--- src/common/iad_pkg.sv ---
// Constants, field layout and carrier types of the input alarm / output driver block
package iad_pkg;
  localparam int CLK_NS       = 10;
  localparam int MS_NS        = 1000000;
  localparam int CYC_PER_MS   = MS_NS / CLK_NS;
  localparam int DLY_UNIT_MS  = 100;
  localparam int HOLD_UNIT_MS = 1000;

  localparam int TIM_W = 22;
  localparam int CFG_W = 12;
  localparam int CNT_W = 16;
  localparam int IRQ_W = 3;

  localparam logic [7:0] A_CTRL = 8'h00;
  localparam logic [7:0] A_THR  = 8'h04;
  localparam logic [7:0] A_DLY  = 8'h08;
  localparam logic [7:0] A_HOLD = 8'h0c;
  localparam logic [7:0] A_LOW  = 8'h10;
  localparam logic [7:0] A_HIGH = 8'h14;
  localparam logic [7:0] A_STAT = 8'h18;
  localparam logic [7:0] A_IRQ  = 8'h1c;
  localparam logic [7:0] A_MASK = 8'h20;

  localparam int F_IN_EN  = 0;
  localparam int F_MODE   = 1;
  localparam int F_INV    = 2;
  localparam int F_OUT_EN = 3;
  localparam int F_ON     = 4;
  localparam int F_OFF    = 6;
  localparam int F_INIT   = 8;
  localparam int CTRL_W   = 10;

  localparam int S_ALARM = 0;
  localparam int S_SENSE = 1;
  localparam int S_OUT   = 2;
  localparam int S_BUSY  = 3;
  localparam int S_CNT   = 16;

  localparam int I_ON   = 0;
  localparam int I_OFF  = 1;
  localparam int I_DONE = 2;

  localparam logic [1:0] ACT_HIGH  = 2'h0;
  localparam logic [1:0] ACT_LOW   = 2'h1;
  localparam logic [1:0] ACT_PULSE = 2'h2;
  localparam logic [1:0] INIT_HIGH = 2'h0;
  localparam logic [1:0] INIT_LOW  = 2'h1;
  localparam logic [1:0] INIT_LAST = 2'h2;

  localparam logic [CTRL_W-1:0] CTRL_RST = 10'h240;
  localparam logic [CNT_W-1:0]  THR_RST  = 16'h0000;
  localparam logic [CFG_W-1:0]  DLY_RST  = 12'h000;
  localparam logic [CFG_W-1:0]  HOLD_RST = 12'h000;
  localparam logic [CFG_W-1:0]  WID_RST  = 12'h3e8;

  typedef struct packed {
    logic        cyc;
    logic        stb;
    logic        we;
    logic [7:0]  adr;
    logic [3:0]  sel;
    logic [31:0] dat;
  } iad_wb_req_t;

  typedef enum logic [1:0] {ST_IDLE, ST_WAIT, ST_RUN} iad_state_t;
endpackage

--- src/design/iad_alarm_out.sv ---
// Sense input alarm and drive output engine with Wishbone register access
// How it works
// RULE_01: Input alarm off until input enabled
// RULE_02: Level mode default, counter mode selectable
// RULE_03: Count rising edges, falling when inverted
// RULE_04: Counter alarm when count reaches threshold
// RULE_05: Alarm on high level, low if inverted
// RULE_06: Output ignores alarms until enabled
// RULE_07: Alarm-on action: high, low or pulse
// RULE_08: Alarm-off action: high, low or pulse
// RULE_09: Pulse alternates programmed high and low widths
// RULE_10: Power-up level: high, low or last
// RULE_11: Start delay in 100 ms units
// RULE_12: Hold time ends action; zero holds forever
// RULE_13: Low width 1 to 3000 ms (loww_q takes any 12-bit value, 0 to 4095, without a range check)
// RULE_14: High width 1 to 3000 ms (highw_q takes any 12-bit value, 0 to 4095, without a range check)
// RULE_15: Output follows only input one alarm
// RULE_16: Millisecond tick times all durations
// RULE_17: Level mode signals alarm-off on return
`timescale 1ns/1ps
module iad_alarm_out #(
  parameter int MS_CYC = iad_pkg::CYC_PER_MS
) (
  input  wire iad_pkg::iad_wb_req_t wb_req_i,
  input  wire logic                clk_i,
  input  wire logic                rst_i,
  input  wire logic                ce_i,
  input  wire logic                sense_input_i,
  input  wire logic                last_level_i,
  input  wire logic [1:0]          init_sel_i,
  output logic [31:0]              wb_dat_o,
  output logic                     wb_ack_o,
  output logic                     drive_o,
  output logic [1:0]               init_sel_o,
  output logic                     irq_o
);
  import iad_pkg::*;

  logic [CTRL_W-1:0] ctrl_q;
  logic [CNT_W-1:0]  thr_q, cnt_q;
  logic [CFG_W-1:0]  dly_q, hold_q, loww_q, highw_q;
  logic [IRQ_W-1:0]  irq_q, mask_q, irq_set;
  logic [31:0]       rd_d, wmask;
  logic              ack_q, wr_go;
  logic              s1_q, s2_q, s3_q, rise, fall;
  logic              alarm_d, alarm_q, on_ev, off_ev, input_one_alarm;
  logic [31:0]       tick_cnt_q;
  logic              tick_q;
  iad_state_t        st_q;
  logic [1:0]        act_q;
  logic [TIM_W-1:0]  tm_q, ph_q, dly_ms, hold_ms, wid_ms;
  logic              out_q, done_ev;

  wire in_en  = ctrl_q[F_IN_EN];
  wire mode   = ctrl_q[F_MODE];
  wire inv    = ctrl_q[F_INV];
  wire out_en = ctrl_q[F_OUT_EN];
  wire [1:0] on_act  = ctrl_q[F_ON+:2];
  wire [1:0] off_act = ctrl_q[F_OFF+:2];

  // Bus slave: ack one cycle after request, writes land on the ack edge
  assign wr_go = wb_req_i.cyc && wb_req_i.stb && wb_req_i.we && ack_q;
  assign wmask = {{8{wb_req_i.sel[3]}}, {8{wb_req_i.sel[2]}},
                  {8{wb_req_i.sel[1]}}, {8{wb_req_i.sel[0]}}};

  // Byte-lane merge of a write into a register
  function automatic logic [31:0] merge(input logic [31:0] old, input logic [31:0] nw,
                                        input logic [31:0] m);
    merge = (old & ~m) | (nw & m);
  endfunction

  always_comb begin
    rd_d = 32'h0;
    unique case (wb_req_i.adr)
      A_CTRL: rd_d[CTRL_W-1:0] = ctrl_q;
      A_THR:  rd_d[CNT_W-1:0]  = thr_q;
      A_DLY:  rd_d[CFG_W-1:0]  = dly_q;
      A_HOLD: rd_d[CFG_W-1:0]  = hold_q;
      A_LOW:  rd_d[CFG_W-1:0]  = loww_q;
      A_HIGH: rd_d[CFG_W-1:0]  = highw_q;
      A_STAT: begin
        rd_d[S_ALARM] = alarm_q;
        rd_d[S_SENSE] = s2_q;
        rd_d[S_OUT]   = out_q;
        rd_d[S_BUSY]  = (st_q != ST_IDLE);
        rd_d[S_CNT+:CNT_W] = cnt_q;
      end
      A_IRQ:  rd_d[IRQ_W-1:0] = irq_q;
      A_MASK: rd_d[IRQ_W-1:0] = mask_q;
      default: rd_d = 32'h0;
    endcase
  end

  always_ff @(posedge clk_i) begin
    if (rst_i) begin
      ack_q    <= 1'b0;
      wb_dat_o <= 32'h0;
    end else if (ce_i) begin
      ack_q <= wb_req_i.cyc && wb_req_i.stb && !ack_q;
      if (wb_req_i.cyc && wb_req_i.stb && !ack_q) begin
        wb_dat_o <= rd_d;
      end
    end
  end
  assign wb_ack_o = ack_q;

  // Configuration registers
  always_ff @(posedge clk_i) begin
    if (rst_i) begin
      ctrl_q  <= CTRL_RST;
      thr_q   <= THR_RST;
      dly_q   <= DLY_RST;
      hold_q  <= HOLD_RST;
      loww_q  <= WID_RST;
      highw_q <= WID_RST;
      mask_q  <= '0;
    end else if (ce_i && wr_go) begin
      unique case (wb_req_i.adr)
        A_CTRL: ctrl_q  <= CTRL_W'(merge(32'(ctrl_q), wb_req_i.dat, wmask)); // RULE_02
        A_THR:  thr_q   <= CNT_W'(merge(32'(thr_q), wb_req_i.dat, wmask));
        A_DLY:  dly_q   <= CFG_W'(merge(32'(dly_q), wb_req_i.dat, wmask));
        A_HOLD: hold_q  <= CFG_W'(merge(32'(hold_q), wb_req_i.dat, wmask));
        A_LOW:  loww_q  <= CFG_W'(merge(32'(loww_q), wb_req_i.dat, wmask)); // RULE_13
        A_HIGH: highw_q <= CFG_W'(merge(32'(highw_q), wb_req_i.dat, wmask)); // RULE_14
        A_MASK: mask_q  <= IRQ_W'(merge(32'(mask_q), wb_req_i.dat, wmask));
        default: ;
      endcase
    end
  end
  assign init_sel_o = ctrl_q[F_INIT+:2];

  // Sense input synchroniser and edge detect
  always_ff @(posedge clk_i) begin
    if (rst_i) begin
      s1_q <= 1'b0;
      s2_q <= 1'b0;
      s3_q <= 1'b0;
    end else if (ce_i) begin
      s1_q <= sense_input_i;
      s2_q <= s1_q;
      s3_q <= s2_q;
    end
  end
  assign rise = s2_q && !s3_q;
  assign fall = !s2_q && s3_q;

  // Edge counter; a write of one to status bit 0 clears it
  always_ff @(posedge clk_i) begin
    if (rst_i) begin
      cnt_q <= '0;
    end else if (ce_i) begin
      if (!in_en || !mode || (wr_go && wb_req_i.adr == A_STAT && wb_req_i.dat[0])) begin
        cnt_q <= '0;
      end else if ((inv ? fall : rise) && cnt_q != {CNT_W{1'b1}}) begin // RULE_03
        // Saturates at all ones rather than wrapping back under the threshold
        cnt_q <= cnt_q + 1'b1;
      end
    end
  end

  always_comb begin
    if (!in_en) begin
      alarm_d = 1'b0; // RULE_01
    end else if (mode) begin
      alarm_d = (cnt_q >= thr_q); // RULE_04
    end else begin
      alarm_d = s2_q ^ inv; // RULE_05
    end
  end

  always_ff @(posedge clk_i) begin
    if (rst_i) begin
      alarm_q <= 1'b0;
    end else if (ce_i) begin
      alarm_q <= alarm_d;
    end
  end
  assign input_one_alarm = alarm_q;
  assign on_ev  = alarm_d && !alarm_q;
  assign off_ev = !alarm_d && alarm_q; // RULE_17

  // Millisecond tick
  // Free-running, so the first interval of any timed action may be short by one tick
  always_ff @(posedge clk_i) begin
    if (rst_i) begin
      tick_cnt_q <= '0;
      tick_q     <= 1'b0;
    end else if (ce_i) begin
      tick_q <= (tick_cnt_q == 32'(MS_CYC - 1)); // RULE_16
      tick_cnt_q <= (tick_cnt_q == 32'(MS_CYC - 1)) ? 32'h0 : tick_cnt_q + 32'h1;
    end
  end

  assign dly_ms  = TIM_W'(dly_q) * TIM_W'(DLY_UNIT_MS); // RULE_11
  assign hold_ms = TIM_W'(hold_q) * TIM_W'(HOLD_UNIT_MS);
  assign wid_ms  = out_q ? TIM_W'(highw_q) : TIM_W'(loww_q);

  // Output action engine
  always_ff @(posedge clk_i) begin
    if (rst_i) begin
      st_q    <= ST_IDLE;
      act_q   <= ACT_LOW;
      tm_q    <= '0;
      ph_q    <= '0;
      done_ev <= 1'b0;
      unique case (init_sel_i) // RULE_10
        INIT_HIGH: out_q <= 1'b1;
        INIT_LOW:  out_q <= 1'b0;
        default:   out_q <= last_level_i;
      endcase
    end else if (ce_i) begin
      done_ev <= 1'b0;
      if (!out_en) begin
        // Disabled output freezes at its current level
        st_q <= ST_IDLE; // RULE_06
      end else if (on_ev || off_ev) begin // RULE_15
        // A new event restarts the delay and the action
        act_q <= on_ev ? on_act : off_act; // RULE_07 RULE_08
        tm_q  <= '0;
        ph_q  <= '0;
        if (dly_ms == '0) begin
          st_q  <= ST_RUN;
          out_q <= ((on_ev ? on_act : off_act) != ACT_LOW);
        end else begin
          st_q <= ST_WAIT;
        end
      end else begin
        unique case (st_q)
          ST_IDLE: ;
          ST_WAIT: if (tick_q) begin
            if (tm_q + 1'b1 >= dly_ms) begin // RULE_11
              st_q  <= ST_RUN;
              tm_q  <= '0;
              out_q <= (act_q != ACT_LOW);
            end else begin
              tm_q <= tm_q + 1'b1;
            end
          end
          ST_RUN: if (tick_q) begin
            tm_q <= tm_q + 1'b1;
            // Hold expiry stops the action and drives low
            if (hold_ms != '0 && tm_q + 1'b1 >= hold_ms) begin // RULE_12
              st_q    <= ST_IDLE;
              out_q   <= 1'b0;
              done_ev <= 1'b1;
            end else if (act_q == ACT_PULSE) begin
              if (ph_q + 1'b1 >= wid_ms) begin // RULE_09
                out_q <= !out_q;
                ph_q  <= '0;
              end else begin
                ph_q <= ph_q + 1'b1;
              end
            end
          end
          default: st_q <= ST_IDLE;
        endcase
      end
    end
  end
  assign drive_o = out_q;

  // Sticky interrupt status, write one to clear, set wins
  assign irq_set = {done_ev, off_ev, on_ev};
  always_ff @(posedge clk_i) begin
    if (rst_i) begin
      irq_q <= '0;
    end else if (ce_i) begin
      if (wr_go && wb_req_i.adr == A_IRQ) begin
        irq_q <= (irq_q & ~IRQ_W'(wb_req_i.dat & wmask)) | irq_set;
      end else begin
        irq_q <= irq_q | irq_set;
      end
    end
  end
  assign irq_o = |(irq_q & mask_q);

  a_in_disabled: assert property (@(posedge clk_i) disable iff (rst_i) // RULE_01
    (ce_i && !in_en) |=> !alarm_q) else $error("alarm while input disabled");
  a_level_alarm: assert property (@(posedge clk_i) disable iff (rst_i) // RULE_05
    (ce_i && in_en && !mode) |=> alarm_q == ($past(s2_q) ^ $past(inv)))
    else $error("level alarm wrong");
  a_cnt_edge: assert property (@(posedge clk_i) disable iff (rst_i) // RULE_03
    (ce_i && in_en && mode && !inv && rise && cnt_q != {CNT_W{1'b1}} && !wr_go)
    |=> cnt_q == $past(cnt_q) + 1'b1) else $error("edge not counted");
  a_cnt_thresh: assert property (@(posedge clk_i) disable iff (rst_i) // RULE_04
    (ce_i && in_en && mode) |=> alarm_q == ($past(cnt_q) >= $past(thr_q)))
    else $error("threshold alarm wrong");
  a_out_disabled: assert property (@(posedge clk_i) disable iff (rst_i) // RULE_06
    (ce_i && !out_en) |=> st_q == ST_IDLE) else $error("output ran while disabled");
  a_on_high: assert property (@(posedge clk_i) disable iff (rst_i) // RULE_07
    (st_q == ST_RUN && act_q == ACT_HIGH) |-> out_q) else $error("high action not high");
  a_off_select: assert property (@(posedge clk_i) disable iff (rst_i) // RULE_08
    (ce_i && out_en && off_ev) |=> act_q == $past(off_act)) else $error("off action wrong");
  a_delay_hold: assert property (@(posedge clk_i) disable iff (rst_i) // RULE_11
    (ce_i && st_q == ST_WAIT && !on_ev && !off_ev && out_en
     && !(tick_q && tm_q + 1'b1 >= dly_ms)) |=> $stable(out_q))
    else $error("output moved during delay");
  a_tick_pulse: assert property (@(posedge clk_i) disable iff (rst_i) // RULE_16
    (ce_i && tick_q) |=> !tick_q) else $error("tick longer than one cycle");

  // Input side and tick checks
  a_cnt_fall: assert property (@(posedge clk_i) disable iff (rst_i) // RULE_03
    (ce_i && in_en && mode && inv && fall && cnt_q != {CNT_W{1'b1}} && !wr_go)
    |=> cnt_q == $past(cnt_q) + 1'b1) else $error("falling edge not counted");
  a_cnt_idle: assert property (@(posedge clk_i) disable iff (rst_i) // RULE_02
    (ce_i && !mode) |=> cnt_q == '0) else $error("count moved in level mode");
  a_level_off: assert property (@(posedge clk_i) disable iff (rst_i) // RULE_17
    (ce_i && in_en && !mode && alarm_q && !(s2_q ^ inv)) |=> (!alarm_q && irq_q[I_OFF]))
    else $error("alarm-off not signalled");
  a_tick_align: assert property (@(posedge clk_i) disable iff (rst_i) // RULE_16
    tick_q |-> tick_cnt_q == 32'h0) else $error("tick out of step with counter");

  // Output engine checks
  a_on_start: assert property (@(posedge clk_i) disable iff (rst_i) // RULE_07
    (ce_i && out_en && on_ev && dly_ms == '0) |=> out_q == ($past(on_act) != ACT_LOW))
    else $error("alarm-on action level wrong");
  a_off_start: assert property (@(posedge clk_i) disable iff (rst_i) // RULE_08
    (ce_i && out_en && off_ev && dly_ms == '0) |=> out_q == ($past(off_act) != ACT_LOW))
    else $error("alarm-off action level wrong");
  a_wait_entry: assert property (@(posedge clk_i) disable iff (rst_i) // RULE_11
    (ce_i && out_en && (on_ev || off_ev) && dly_ms != '0)
    |=> (st_q == ST_WAIT && $stable(out_q))) else $error("delay not started");
  a_hold_end: assert property (@(posedge clk_i) disable iff (rst_i) // RULE_12
    (ce_i && out_en && !on_ev && !off_ev && st_q == ST_RUN && tick_q && hold_ms != '0
     && tm_q + 1'b1 >= hold_ms) |=> (st_q == ST_IDLE && !out_q))
    else $error("hold time did not end action");
  a_hold_zero: assert property (@(posedge clk_i) disable iff (rst_i) // RULE_12
    (ce_i && out_en && !on_ev && !off_ev && st_q == ST_RUN && hold_ms == '0)
    |=> st_q == ST_RUN) else $error("zero hold ended action");
  a_pulse_flip: assert property (@(posedge clk_i) disable iff (rst_i) // RULE_09
    (ce_i && out_en && !on_ev && !off_ev && st_q == ST_RUN && act_q == ACT_PULSE && tick_q
     && !(hold_ms != '0 && tm_q + 1'b1 >= hold_ms) && ph_q + 1'b1 >= wid_ms)
    |=> out_q != $past(out_q)) else $error("pulse level did not flip");
  a_pulse_hold: assert property (@(posedge clk_i) disable iff (rst_i) // RULE_09
    (ce_i && out_en && !on_ev && !off_ev && st_q == ST_RUN && !tick_q) |=> $stable(out_q))
    else $error("output moved between ticks");

  // Scenario covers
  c_alarm_on: cover property (@(posedge clk_i) disable iff (rst_i) on_ev && out_en);
  c_pulse_run: cover property (@(posedge clk_i) disable iff (rst_i)
    st_q == ST_RUN && act_q == ACT_PULSE && tick_q && ph_q == '0);
  c_hold_done: cover property (@(posedge clk_i) disable iff (rst_i) done_ev);
  c_alarm_off: cover property (@(posedge clk_i) disable iff (rst_i) off_ev && out_en);
  c_delay_run: cover property (@(posedge clk_i) disable iff (rst_i)
    st_q == ST_WAIT && tick_q && tm_q + 1'b1 >= dly_ms);
endmodule // iad_alarm_out

--- config.mk ---
export PLATFORM = sky130hd
export DESIGN_NAME = iad_alarm_out
export DESIGN_NICKNAME = d
export VERILOG_FILES = /design/src/common/iad_pkg.sv /design/src/design/iad_alarm_out.sv
export SDC_FILE = /design/constraint.sdc
export NUM_CORES = 1
export LEC_CHECK = 0
export ABC_AREA = 1
export BUFFER_PORTS_ARGS = -buffer_cell sky130_fd_sc_hd__clkbuf_2
export CAP_MARGIN = 20
export CORE_MARGIN = 1.5
export CORE_UTILIZATION = 65
export DETAILED_ROUTE_END_ITERATION = 10
export GPL_TIMING_DRIVEN = 0
export PLACE_DENSITY = 0.84
export SYNTH_ARGS = -nofsm -noshare
export SYNTH_HDL_FRONTEND = slang
export SYNTH_SLANG_ARGS = --single-unit
export TNS_END_PERCENT = 10
--- constraint.sdc ---
create_clock -name clk_i -period 8.7 [get_ports clk_i]
set_clock_uncertainty 0.05 [all_clocks]
set_input_delay 0.435 -clock clk_i [delete_from_list [all_inputs] [get_ports clk_i]]
set_output_delay 0.435 -clock clk_i [all_outputs]
set_load 0.02 [all_outputs]
==> reports/results.ini, run 1 <==
[setup_path]
path_class=flip-flop to flip-flop
cp_max_fo=8
max_stage_delay_ns=0.65
crit_top_cell=nand2_1
slowest_stage=dfxtp_1
reg2reg_slack_ns=2.87
start_kind=flip-flop
critPathBufInv=5
crit_family=adder cells
endpoint_kind=flip-flop
crit_required_ns=8.88
arrival_ns=6.01

[global_route]
antenna_found_initial=0
met2_usage_pct=57.6
grt_usage_pct=35.0
grt_util_met3_pct=6.30
busiest_layer=met2
met1_usage_pct=44.9
grt_pass1_wl_um=72500
grt_overflow_total=0
grt_pass1_vias=14700
grt_max_degree=15

[sta]
slew_headroom_pct=32.1
hold_viol_final=0
setup_viol=0
fin_crit_sh_pct=67.0
fmax_mhz=171
worst_slack_ns=2.87
finalCriticalPeriod_ns=5.83
worst_pin_slew_ns=1.01
drv_slew=0
tns_ns=0
rsz0062_at_grt=no

[floorplanning]
rows=56
die_x_um=159
initial_core_util_pct=67.0
dieArea_um2=25300
core-area_um2=23700
design.portCount=91
die_h_um=159

[synthesis]
synth_compound_area_share_pct=15.7
synth_area_leader_cell=dfxtp_1
synthSimpleGateAreaFrac_pct=24.9
synth_fa_ha_area_share_pct=18.3
synth_xor_area_share_pct=3.04
synth_cell_type_count=63
synth-seq-area-share_pct=27.3
ys_async_sr_fraction_pct=0
synth-main-ff-cell=dfxtp_1
synth_edf_count=1
synth_area_leaders=dfxtp_1, ha_1, nand2_1, inv_1, fa_1
avgSynthCellArea_um2=7.23
syn_nets=2452
synth_top_area_share_pct=27.1
synth_area_um2=15900
synthMuxAreaShare_pct=0.197
synth_seq_cells=216
yosys_warnings=0
synth_top_family_by_area=simple AND/OR/NAND/NOR gates
syn_inst=2193

[power_and_ir_drop]
p_leak_nw=7.99
vdd_drop_max_mv=0.143
power_frac_seq_pct=46.3
pwr-share-comb_pct=5.1
p_sw_mw=0.546
power.density_nw_per_um2=125
netSwitchingFraction_pct=25.1
p_clk_share_pct=48.5
cellInternalPower_mw=1.63

[placement]
pre_cts_slack_ns=2.91
port_buffers=70
post-dp-hpwl_um=34800
place_congestion=1.02
dp.cells=2582

[routing]
first_iter_violations=1494
wl_per_cell_um=17.1
viasPerCell=5.85
routed-via-count=15400
final_antenna_net_count=0
drc=0
drtPass1Iterations=6
finalWirelength_um=44900

[outcome]
outcome=finished, final reports clean

[clocking]
root_buffer=clkbuf_16
cts_buffers=25
h-tree-depth=1
clk_pin_slew_ns=0.06
cts_buffer_depth=3
clock_latency_ns=0.55
hold_buffers=0
cts_tree=built
clkSinkCount=216
cts_resized=0
cts_setup_buffers=0

[worst_hold_path]
hold_class=primary input to flip-flop

[layout]
n_antenna_cell=0
synthToLayoutAreaGrowth_pct=9.86
layout_common_cells=nand2_1, inv_1, dfxtp_1
nNetsFinal=2549
final_cells=2626
final_common_cell=nand2_1
drive_gt1_share_pct=10.1

[job]
maxCapViolCount=0

==> layout make-up <==
| type | instances | area [um2] |
|---|---|---|
| Clock buffer | 33 | 696 |
| Fill cell | 1893 | 6260 |
| Clock inverter | 11 | 119 |
| Buffer | 56 | 285 |
| Inverter | 370 | 1390 |
| Tap cell | 319 | 399 |
| Sequential cell | 216 | 4330 |
| Timing Repair Buffer | 70 | 350 |
| Multi-Input combinational cell | 1551 | 9850 |
==> synth_stat cells (5+ instances only) <==
cell type,instances
a211oi_1,21
a31oi_1,5
a21oi_2,19
nor2_4,12
xor2_1,39
nor3_1,43
buf_4,5
fa_1,45
ha_1,160
nand3_1,87
clkbuf_1,41
nor4_1,11
o211ai_1,18
o21a_1,5
dfxtp_1,215
xnor2_1,16
nand4_1,45
nor2_1,167
inv_1,358
nand3_2,8
a221oi_1,17
nor2_2,12
nand2_1,415
nor3_2,8
o21ai_0,145
a21oi_1,171
clkinv_1,8
nand2_2,32
o22ai_1,9
==> worst register-to-register path, delay by kind of cell, from the launching register on <==
| family | cells | cell delay, ns |
|---|---|---|
| adder cells (fa/ha/maj) | 6 | 2.62 |
| AND/OR/NAND/NOR | 16 | 1.54 |
| flip-flops | 1 | 0.65 |
| buffers and inverters | 5 | 0.33 |
| AO/OA/AOI/OAI | 2 | 0.33 |
==> power groups by stage <==
stage | combinational, mW | sequential (mW) | clock (mW)
floorplan | 0.0547 | 1.04 | 0
finish | 0.112 | 1.01 | 1.06
global route | 0.119 | 1.01 | 1.09
CTS | 0.108 | 1.01 | 1.05
detailed placement | 0.107 | 1.03 | 0
global placement | 0.105 | 1.03 | 0
==> worst paths after layout <==
check / start / end / cells after the start
setup / recovery: flip-flop / drive_o / 29
hold / removal: sense_input_i / s1_q / 3
setup reg to reg: flip-flop / drive_o / 29
hold reg to reg: ph_q[16] / ph_q[16] / 2
==> routing by layer <==
metal,vias to the layer above,part of all wire [%]
met1,7101,42
li1,7392,-
met2,720,45
met3,153,8.7
met4,0,4.7
met5,-,0
==> logic make-up (layout without fill, tap and decap cells) <==
| kind of cell | after synthesis | in the layout |
|---|---|---|
| compound gates | 428 | 428 |
| fa+ha+maj | 205 | 205 |
| buf+inv | 426 | 540 |
| mux | 3 | 3 |
| simple gates | 860 | 860 |
| flops | 216 | 216 |
| xor+xnor | 55 | 55 |
==> stage by stage <==
stage               hold slack, ns  power [mW]  utilization, %  area, um2
floorplan                    0.392        1.09               -      15900
global placement             0.414        1.13            70.1      16600
detailed placement           0.414        1.14            70.1      16600
CTS                         0.0809        2.17            73.6      17400
global route                 0.109        2.22            73.6      17400
finish                      0.0851        2.18            73.6      17400
Note: power is estimated with default switching activity, not from simulation.
==> inputs of run 2 (changes only) <==
Settings changed: CORE_UTILIZATION 65 to 57, PLACE_DENSITY 0.84 to 0.78.
Clock period 8.7 ns to 4.87 ns, I/O delays scaled along.
==> run 2 against run 1 <==
  * The flow now finishes with violations (negative setup slack)
  * Critical path depth unchanged
  * Setup slack worse by 3.2 ns
  * Register-to-register slack worse by 3.2 ns
  * Combinational power grew 83%
  * Largest power group unchanged
  * Sequential share of layout area decreased by 1.3 points
  * Core utilization shrank 5.0 points
  * Fmax increased by 11%
  * Clock power increased by 100%
  * Sequential cell count did not move
==> reports/results.ini, run 2 (synthesized netlist as in run 1, its figures left out) <==
[outcome]
outcome=finished, violations left  ; was finished, final reports clean
violations=negative setup slack

[layout]
fill_cells=2315  ; was 1893
synthToLayoutAreaGrowth_pct=17.2  ; was 9.86%
nNetsFinal=2593  ; was 2549
fin_area_um2=18600  ; was 17400 um2
drive_gt1_share_pct=16.3  ; was 10.1%
layout_common_cells=nand2_1, inv_1, dfxtp_1  ; unchanged
final_util_pct=68.6  ; was 73.6%
final_common_cell=nand2_1  ; unchanged
n_antenna_cell=0  ; unchanged

[setup_path]
arrival_ns=5.63  ; was 6.01 ns
crit_required_ns=5.26  ; was 8.88 ns
crit_top_cell=nand2_2  ; was nand2_1
slowest_stage=fa_1  ; was dfxtp_1
cp_max_fo=8  ; unchanged
max_stage_delay_ns=0.59  ; was 0.65 ns
start_kind=flip-flop  ; unchanged
critPathBufInv=5  ; unchanged
path_class=flip-flop to flip-flop  ; unchanged
crit_family=adder cells  ; unchanged
endpoint_kind=flip-flop  ; unchanged

[routing]
finalWirelength_um=45200  ; was 44900 um
routed-via-count=15400  ; about the same
drtPass1Iterations=6  ; unchanged
final_antenna_net_count=0  ; unchanged
first_iter_violations=1233  ; was 1494
drc=0  ; unchanged
wl_per_cell_um=16.6  ; was 17.1 um
viasPerCell=5.65  ; was 5.85

[clocking]
clk_pin_slew_ns=0.06  ; about the same
h-tree-depth=1  ; unchanged
root_buffer=clkbuf_16  ; unchanged
cts_tree=built  ; unchanged
clock_latency_ns=0.52  ; was 0.55 ns
clkSinkCount=216  ; unchanged
cts_buffers=23  ; was 25
cts_buffer_depth=3  ; unchanged

[sta]
drv_slew=0  ; unchanged
slew_headroom_pct=37.8  ; was 32.1%
worst_slack_ns=-0.366  ; was 2.87 ns
rsz0062_at_grt=yes  ; was no
fin_crit_sh_pct=108  ; was 67.0%
finalCriticalPeriod_ns=5.24  ; was 5.83 ns
setup_viol=27  ; was 0
fmax_mhz=191  ; was 171 MHz
hold_viol_final=0  ; unchanged
hold_ws_ns=0.0246  ; was 0.0851 ns
worst_pin_slew_ns=0.910  ; was 1.01 ns

[global_route]
grt_usage_pct=31.3  ; was 35.0%
grt_pass1_wl_um=72400  ; was 72500 um
grt_overflow_total=0  ; unchanged
grt_max_degree=15  ; unchanged
met1_usage_pct=39.8  ; was 44.9%
antenna_found_initial=0  ; unchanged
busiest_layer=met2  ; unchanged
grt_util_met3_pct=3.29  ; was 6.30%
met2_usage_pct=54.1  ; was 57.6%
grt_pass1_vias=14700  ; about the same

[floorplanning]
initial_core_util_pct=58.5  ; was 67.0%
die_x_um=170  ; was 159 um
design.portCount=91  ; unchanged
dieArea_um2=28800  ; was 25300 um2
rows=60  ; was 56
die_h_um=170  ; was 159 um
core-area_um2=27100  ; was 23700 um2

[job]
maxCapViolCount=0  ; unchanged

[placement]
dpl_cell_area_um2=16700  ; was 16600 um2
post-dp-hpwl_um=34000  ; was 34800 um
place_congestion=0.914  ; was 1.02
port_buffers=70  ; unchanged

[worst_hold_path]
hold_class=primary input to flip-flop  ; unchanged

[power_and_ir_drop]
vdd_drop_max_mv=0.242  ; was 0.143 mV
power.density_nw_per_um2=223  ; was 125 nW/um2
p_leak_nw=8.38  ; was 7.99 nW

## run 2: per-layer routing
| metal | up-vias | part of all wire (%) |
|---|---|---|
| li1 | 7486 | - |
| met1 | 7188 | 42 |
| met2 | 588 | 47 |
| met3 | 117 | 6.7 |
| met4 | 0 | 4.2 |
| met5 | - | 0 |
## run 2: report_power, final
part           total [mW]  internal, mW  switching (mW)
clock                2.15          1.41           0.743
sequential           1.79          1.78          0.0129
combinational       0.205        0.0598           0.145
## run 2: worst paths after layout
check	slack [ns]	endpoint	from	cells past startpoint
max reg2reg	-0.37	ph_q[10]	flip-flop	29
min reg2reg	0.42	irq_q[2]	done_ev	2
max	-0.37	ph_q[10]	flip-flop	29
min	0.02	flip-flop	wb_req_i[6]	3
## run 2: tightest hold or removal path, stage by stage
cell and delay (ns):
clkbuf_2 0.16, nand2_1 0.07, o211ai_1 0.07
## run 2: area by class of cell
cell class | count | area (um2) | share of cell area [%]
Clock inverter | 9 | 248 | 1.33
Timing Repair Buffer | 117 | 728 | 3.92
Multi-Input combinational cell | 1551 | 10400 | 55.9
Buffer | 55 | 292 | 1.57
Inverter | 370 | 1390 | 7.49
Clock buffer | 32 | 689 | 3.71
Tap cell | 372 | 465 | 2.50
Sequential cell | 216 | 4380 | 23.6
## run 2: repair_timing
item,in CTS,in global routing
hold endpoints to repair,12,0
hold buffers,11,0
endpoints found under the setup margin,27,49
gates cloned,0,0
resized for setup,98,42
setup buffers,30,5
pin swaps,65,7
## run 2: through the flow
stage,setup WS (ns),cells,setup TNS (ns),total power [mW]
6_report,-0.366,2722,-7.92,4.15
5_1_grt,-0.622,2722,-14.86,4.25
4_1_cts,-0.211,2717,-4.22,4.16
3_5_place_dp,-0.746,2636,-18.67,2.03
3_3_place_gp,-0.664,2635,-16.51,2.02
2_1_floorplan,0.00959,2193,0,1.95
==> inputs of run 3 (changes only) <==
Settings changed: CAP_MARGIN 20 to not set, CORE_UTILIZATION 57 to 50, PLACE_DENSITY 0.78 to 0.7, RECOVER_POWER set to 100.
==> run 3 against run 2 <==
  * The run ends with max-capacitance violations, max-slew violations, negative setup slack left
  * Critical path depth fell by 3
  * Fmax rose by 1.1%
  * Clock-buffer cell count is the same
  * Global-route usage fell by 4.6 points
  * Core utilization is 10 points lower
  * Via count decreased by 1.8%
  * Design area down 1.3%
  * First-iteration DRC count shrank 22%
  * Largest cell class unchanged
  * Highest routed layer unchanged
==> reports/results.ini, run 3 (synthesized netlist as in run 1, its figures left out) <==
[outcome]
outcome=finished, violations left  ; unchanged
violations=max-capacitance violations, max-slew violations, negative setup slack  ; was negative setup slack

[power_and_ir_drop]
vdd_drop_max_mv=0.251  ; was 0.242 mV
p_leak_nw=8.19  ; was 8.38 nW
power.density_nw_per_um2=212  ; was 223 nW/um2

[layout]
drive_gt1_share_pct=14.1  ; was 16.3%
final_common_cell=nand2_1  ; unchanged
synthToLayoutAreaGrowth_pct=15.7  ; was 17.2%
n_antenna_cell=0  ; unchanged
layout_common_cells=nand2_1, inv_1, dfxtp_1  ; unchanged
regArea_um2=4380  ; about the same
multiInputGateArea_um2=10300  ; was 10400 um2
nNetsFinal=2590  ; was 2593
fill_cells=2922  ; was 2315

[global_route]
grt_max_degree=14  ; was 15
grt_usage_pct=26.7  ; was 31.3%
antenna_found_initial=0  ; unchanged
grt_pass1_vias=14100  ; was 14.7k
grt_overflow_total=0  ; unchanged
grt_pass1_wl_um=71400  ; was 72400 um

[floorplanning]
dieArea_um2=32800  ; was 28800 um2
design.portCount=91  ; unchanged
core-area_um2=31400  ; was 27100 um2
die_x_um=181  ; was 170 um
rows=65  ; was 60
die_h_um=181  ; was 170 um
initial_core_util_pct=50.5  ; was 58.5%

[sta]
hold_ws_ns=0.0914  ; was 0.0246 ns
fmax_mhz=193  ; was 191 MHz
worst_slack_ns=-0.308  ; was -0.366 ns
drv_slew=10  ; was 0
fin_crit_sh_pct=106  ; was 108%
setup_viol=27  ; unchanged
rsz0062_at_grt=yes  ; unchanged
worst_pin_slew_ns=1.65  ; was 0.910 ns
hold_viol_final=0  ; unchanged
slew_headroom_pct=-10.6  ; was 37.8%
finalCriticalPeriod_ns=5.18  ; was 5.24 ns

[routing]
first_iter_violations=966  ; was 1233
drc=0  ; unchanged
finalWirelength_um=44900  ; was 45200 um
final_antenna_net_count=0  ; unchanged
viasPerCell=5.49  ; was 5.65
wl_per_cell_um=16.3  ; was 16.6 um
drtPass1Iterations=5  ; was 6
routed-via-count=15100  ; was 15.4k

[clocking]
cts_buffers=25  ; was 23
clock_latency_ns=0.53  ; was 0.52 ns
h-tree-depth=1  ; unchanged
root_buffer=clkbuf_16  ; unchanged
clkSinkCount=216  ; unchanged
cts_buffer_depth=3  ; unchanged
clk_pin_slew_ns=0.06  ; about the same
cts_tree=built  ; unchanged

[setup_path]
endpoint_kind=flip-flop  ; unchanged
cp_max_fo=4  ; was 8
arrival_ns=5.36  ; was 5.63 ns
path_class=flip-flop to flip-flop  ; unchanged
start_kind=flip-flop  ; unchanged
crit_required_ns=5.06  ; was 5.26 ns

[placement]
port_buffers=70  ; unchanged
place_congestion=0.935  ; was 0.914
post-dp-hpwl_um=34100  ; was 34000 um
pre_cts_slack_ns=-0.763  ; was -0.746 ns

[job]
maxCapViolCount=1  ; was 0

[worst_hold_path]
hold_class=primary input to flip-flop  ; unchanged

==> run 3: repair_timing <==
| item | in CTS | in global routing |
|---|---|---|
| hold buffers | 12 | 0 |
| pin swaps | 56 | 33 |
| cloned | 0 | 1 |
| setup endpoints to repair | 27 | 49 |
| buffers inserted | 24 | 5 |
| endpoints found under the hold margin | 15 | 0 |
| resized for setup | 92 | 66 |
==> run 3: final cells by class <==
| type | instances | share of cell area (%) |
|---|---|---|
| clock buffer | 32 | 3.82 |
| multi-input combinational | 1551 | 56.2 |
| clock inverter | 11 | 0.641 |
| sequential | 216 | 23.9 |
| timing repair buffer | 112 | 3.52 |
| tap | 402 | 2.74 |
| inverter | 370 | 7.60 |
| buffer | 55 | 1.58 |
==> run 3: per-layer routing <==
metal  routed length (um)  GRT usage [%]  part of all wire [%]  vias up
met3                 2670           3.06                   5.9      108
met4                 1820           10.8                   4.1        0
met5                    0              0                     0        -
met1                19700           34.7                    44     7010
li1                     -              -                     -     7482
met2                20800           45.1                    46      502
==> run 3: report_power, final <==
| part | switching (mW) | leakage [nW] | internal (mW) |
|---|---|---|---|
| Clock | 0.767 | 0.409 | 1.12 |
| Combinational | 0.143 | 6.03 | 0.0572 |
| Sequential | 0.0129 | 1.76 | 1.78 |
| Total | 0.923 | 8.19 | 2.96 |
==> run 3: through the flow <==
stage / std cells / power [mW] / utilization [%] / instance area, um2 / TNS [ns]
after floorplan: 2193 / 1.95 / - / 15900 / 0
after global routing: 2749 / 4.00 / 58.5 / 18400 / -12.90
after global placement: 2665 / 2.03 / 53.4 / 16800 / -17.85
final: 2749 / 3.88 / 58.5 / 18400 / -6.47
after detailed placement: 2665 / 2.03 / 53.4 / 16800 / -19.01
after CTS: 2743 / 3.90 / 58.0 / 18200 / -3.66
==> run 3: path summary, 6_finish.rpt <==
check                 start            end  slack [ns]  cells past startpoint
setup / recovery  flip-flop        drive_o       -0.31                     26
hold / removal         ce_i  tick_cnt_q[2]        0.09                      4
setup reg to reg  flip-flop        drive_o       -0.31                     26
hold reg to reg    ph_q[16]       ph_q[16]        0.42                      2
==> run 3: critical path: stages (launching register included) <==
cell and delay [ns]:
dfxtp_4 0.37, fa_1 0.55, inv_1 0.05, fa_1 0.45, fa_1 0.51, inv_2 0.04, fa_1 0.56, ha_4 0.25
nand2_4 0.08, nand2_4 0.06, buf_4 0.13, nand2_1 0.06, nand2_1 0.07, nand2_2 0.07, nand3_1 0.08, nand2_1 0.07
nand2_2 0.09, ha_4 0.28, nand4_1 0.13, nor2_1 0.14, nand4_1 0.11, nand4_1 0.23, nand2_1 0.12, nand2_2 0.10
inv_2 0.04, nand3_1 0.05, a21boi_2 0.17
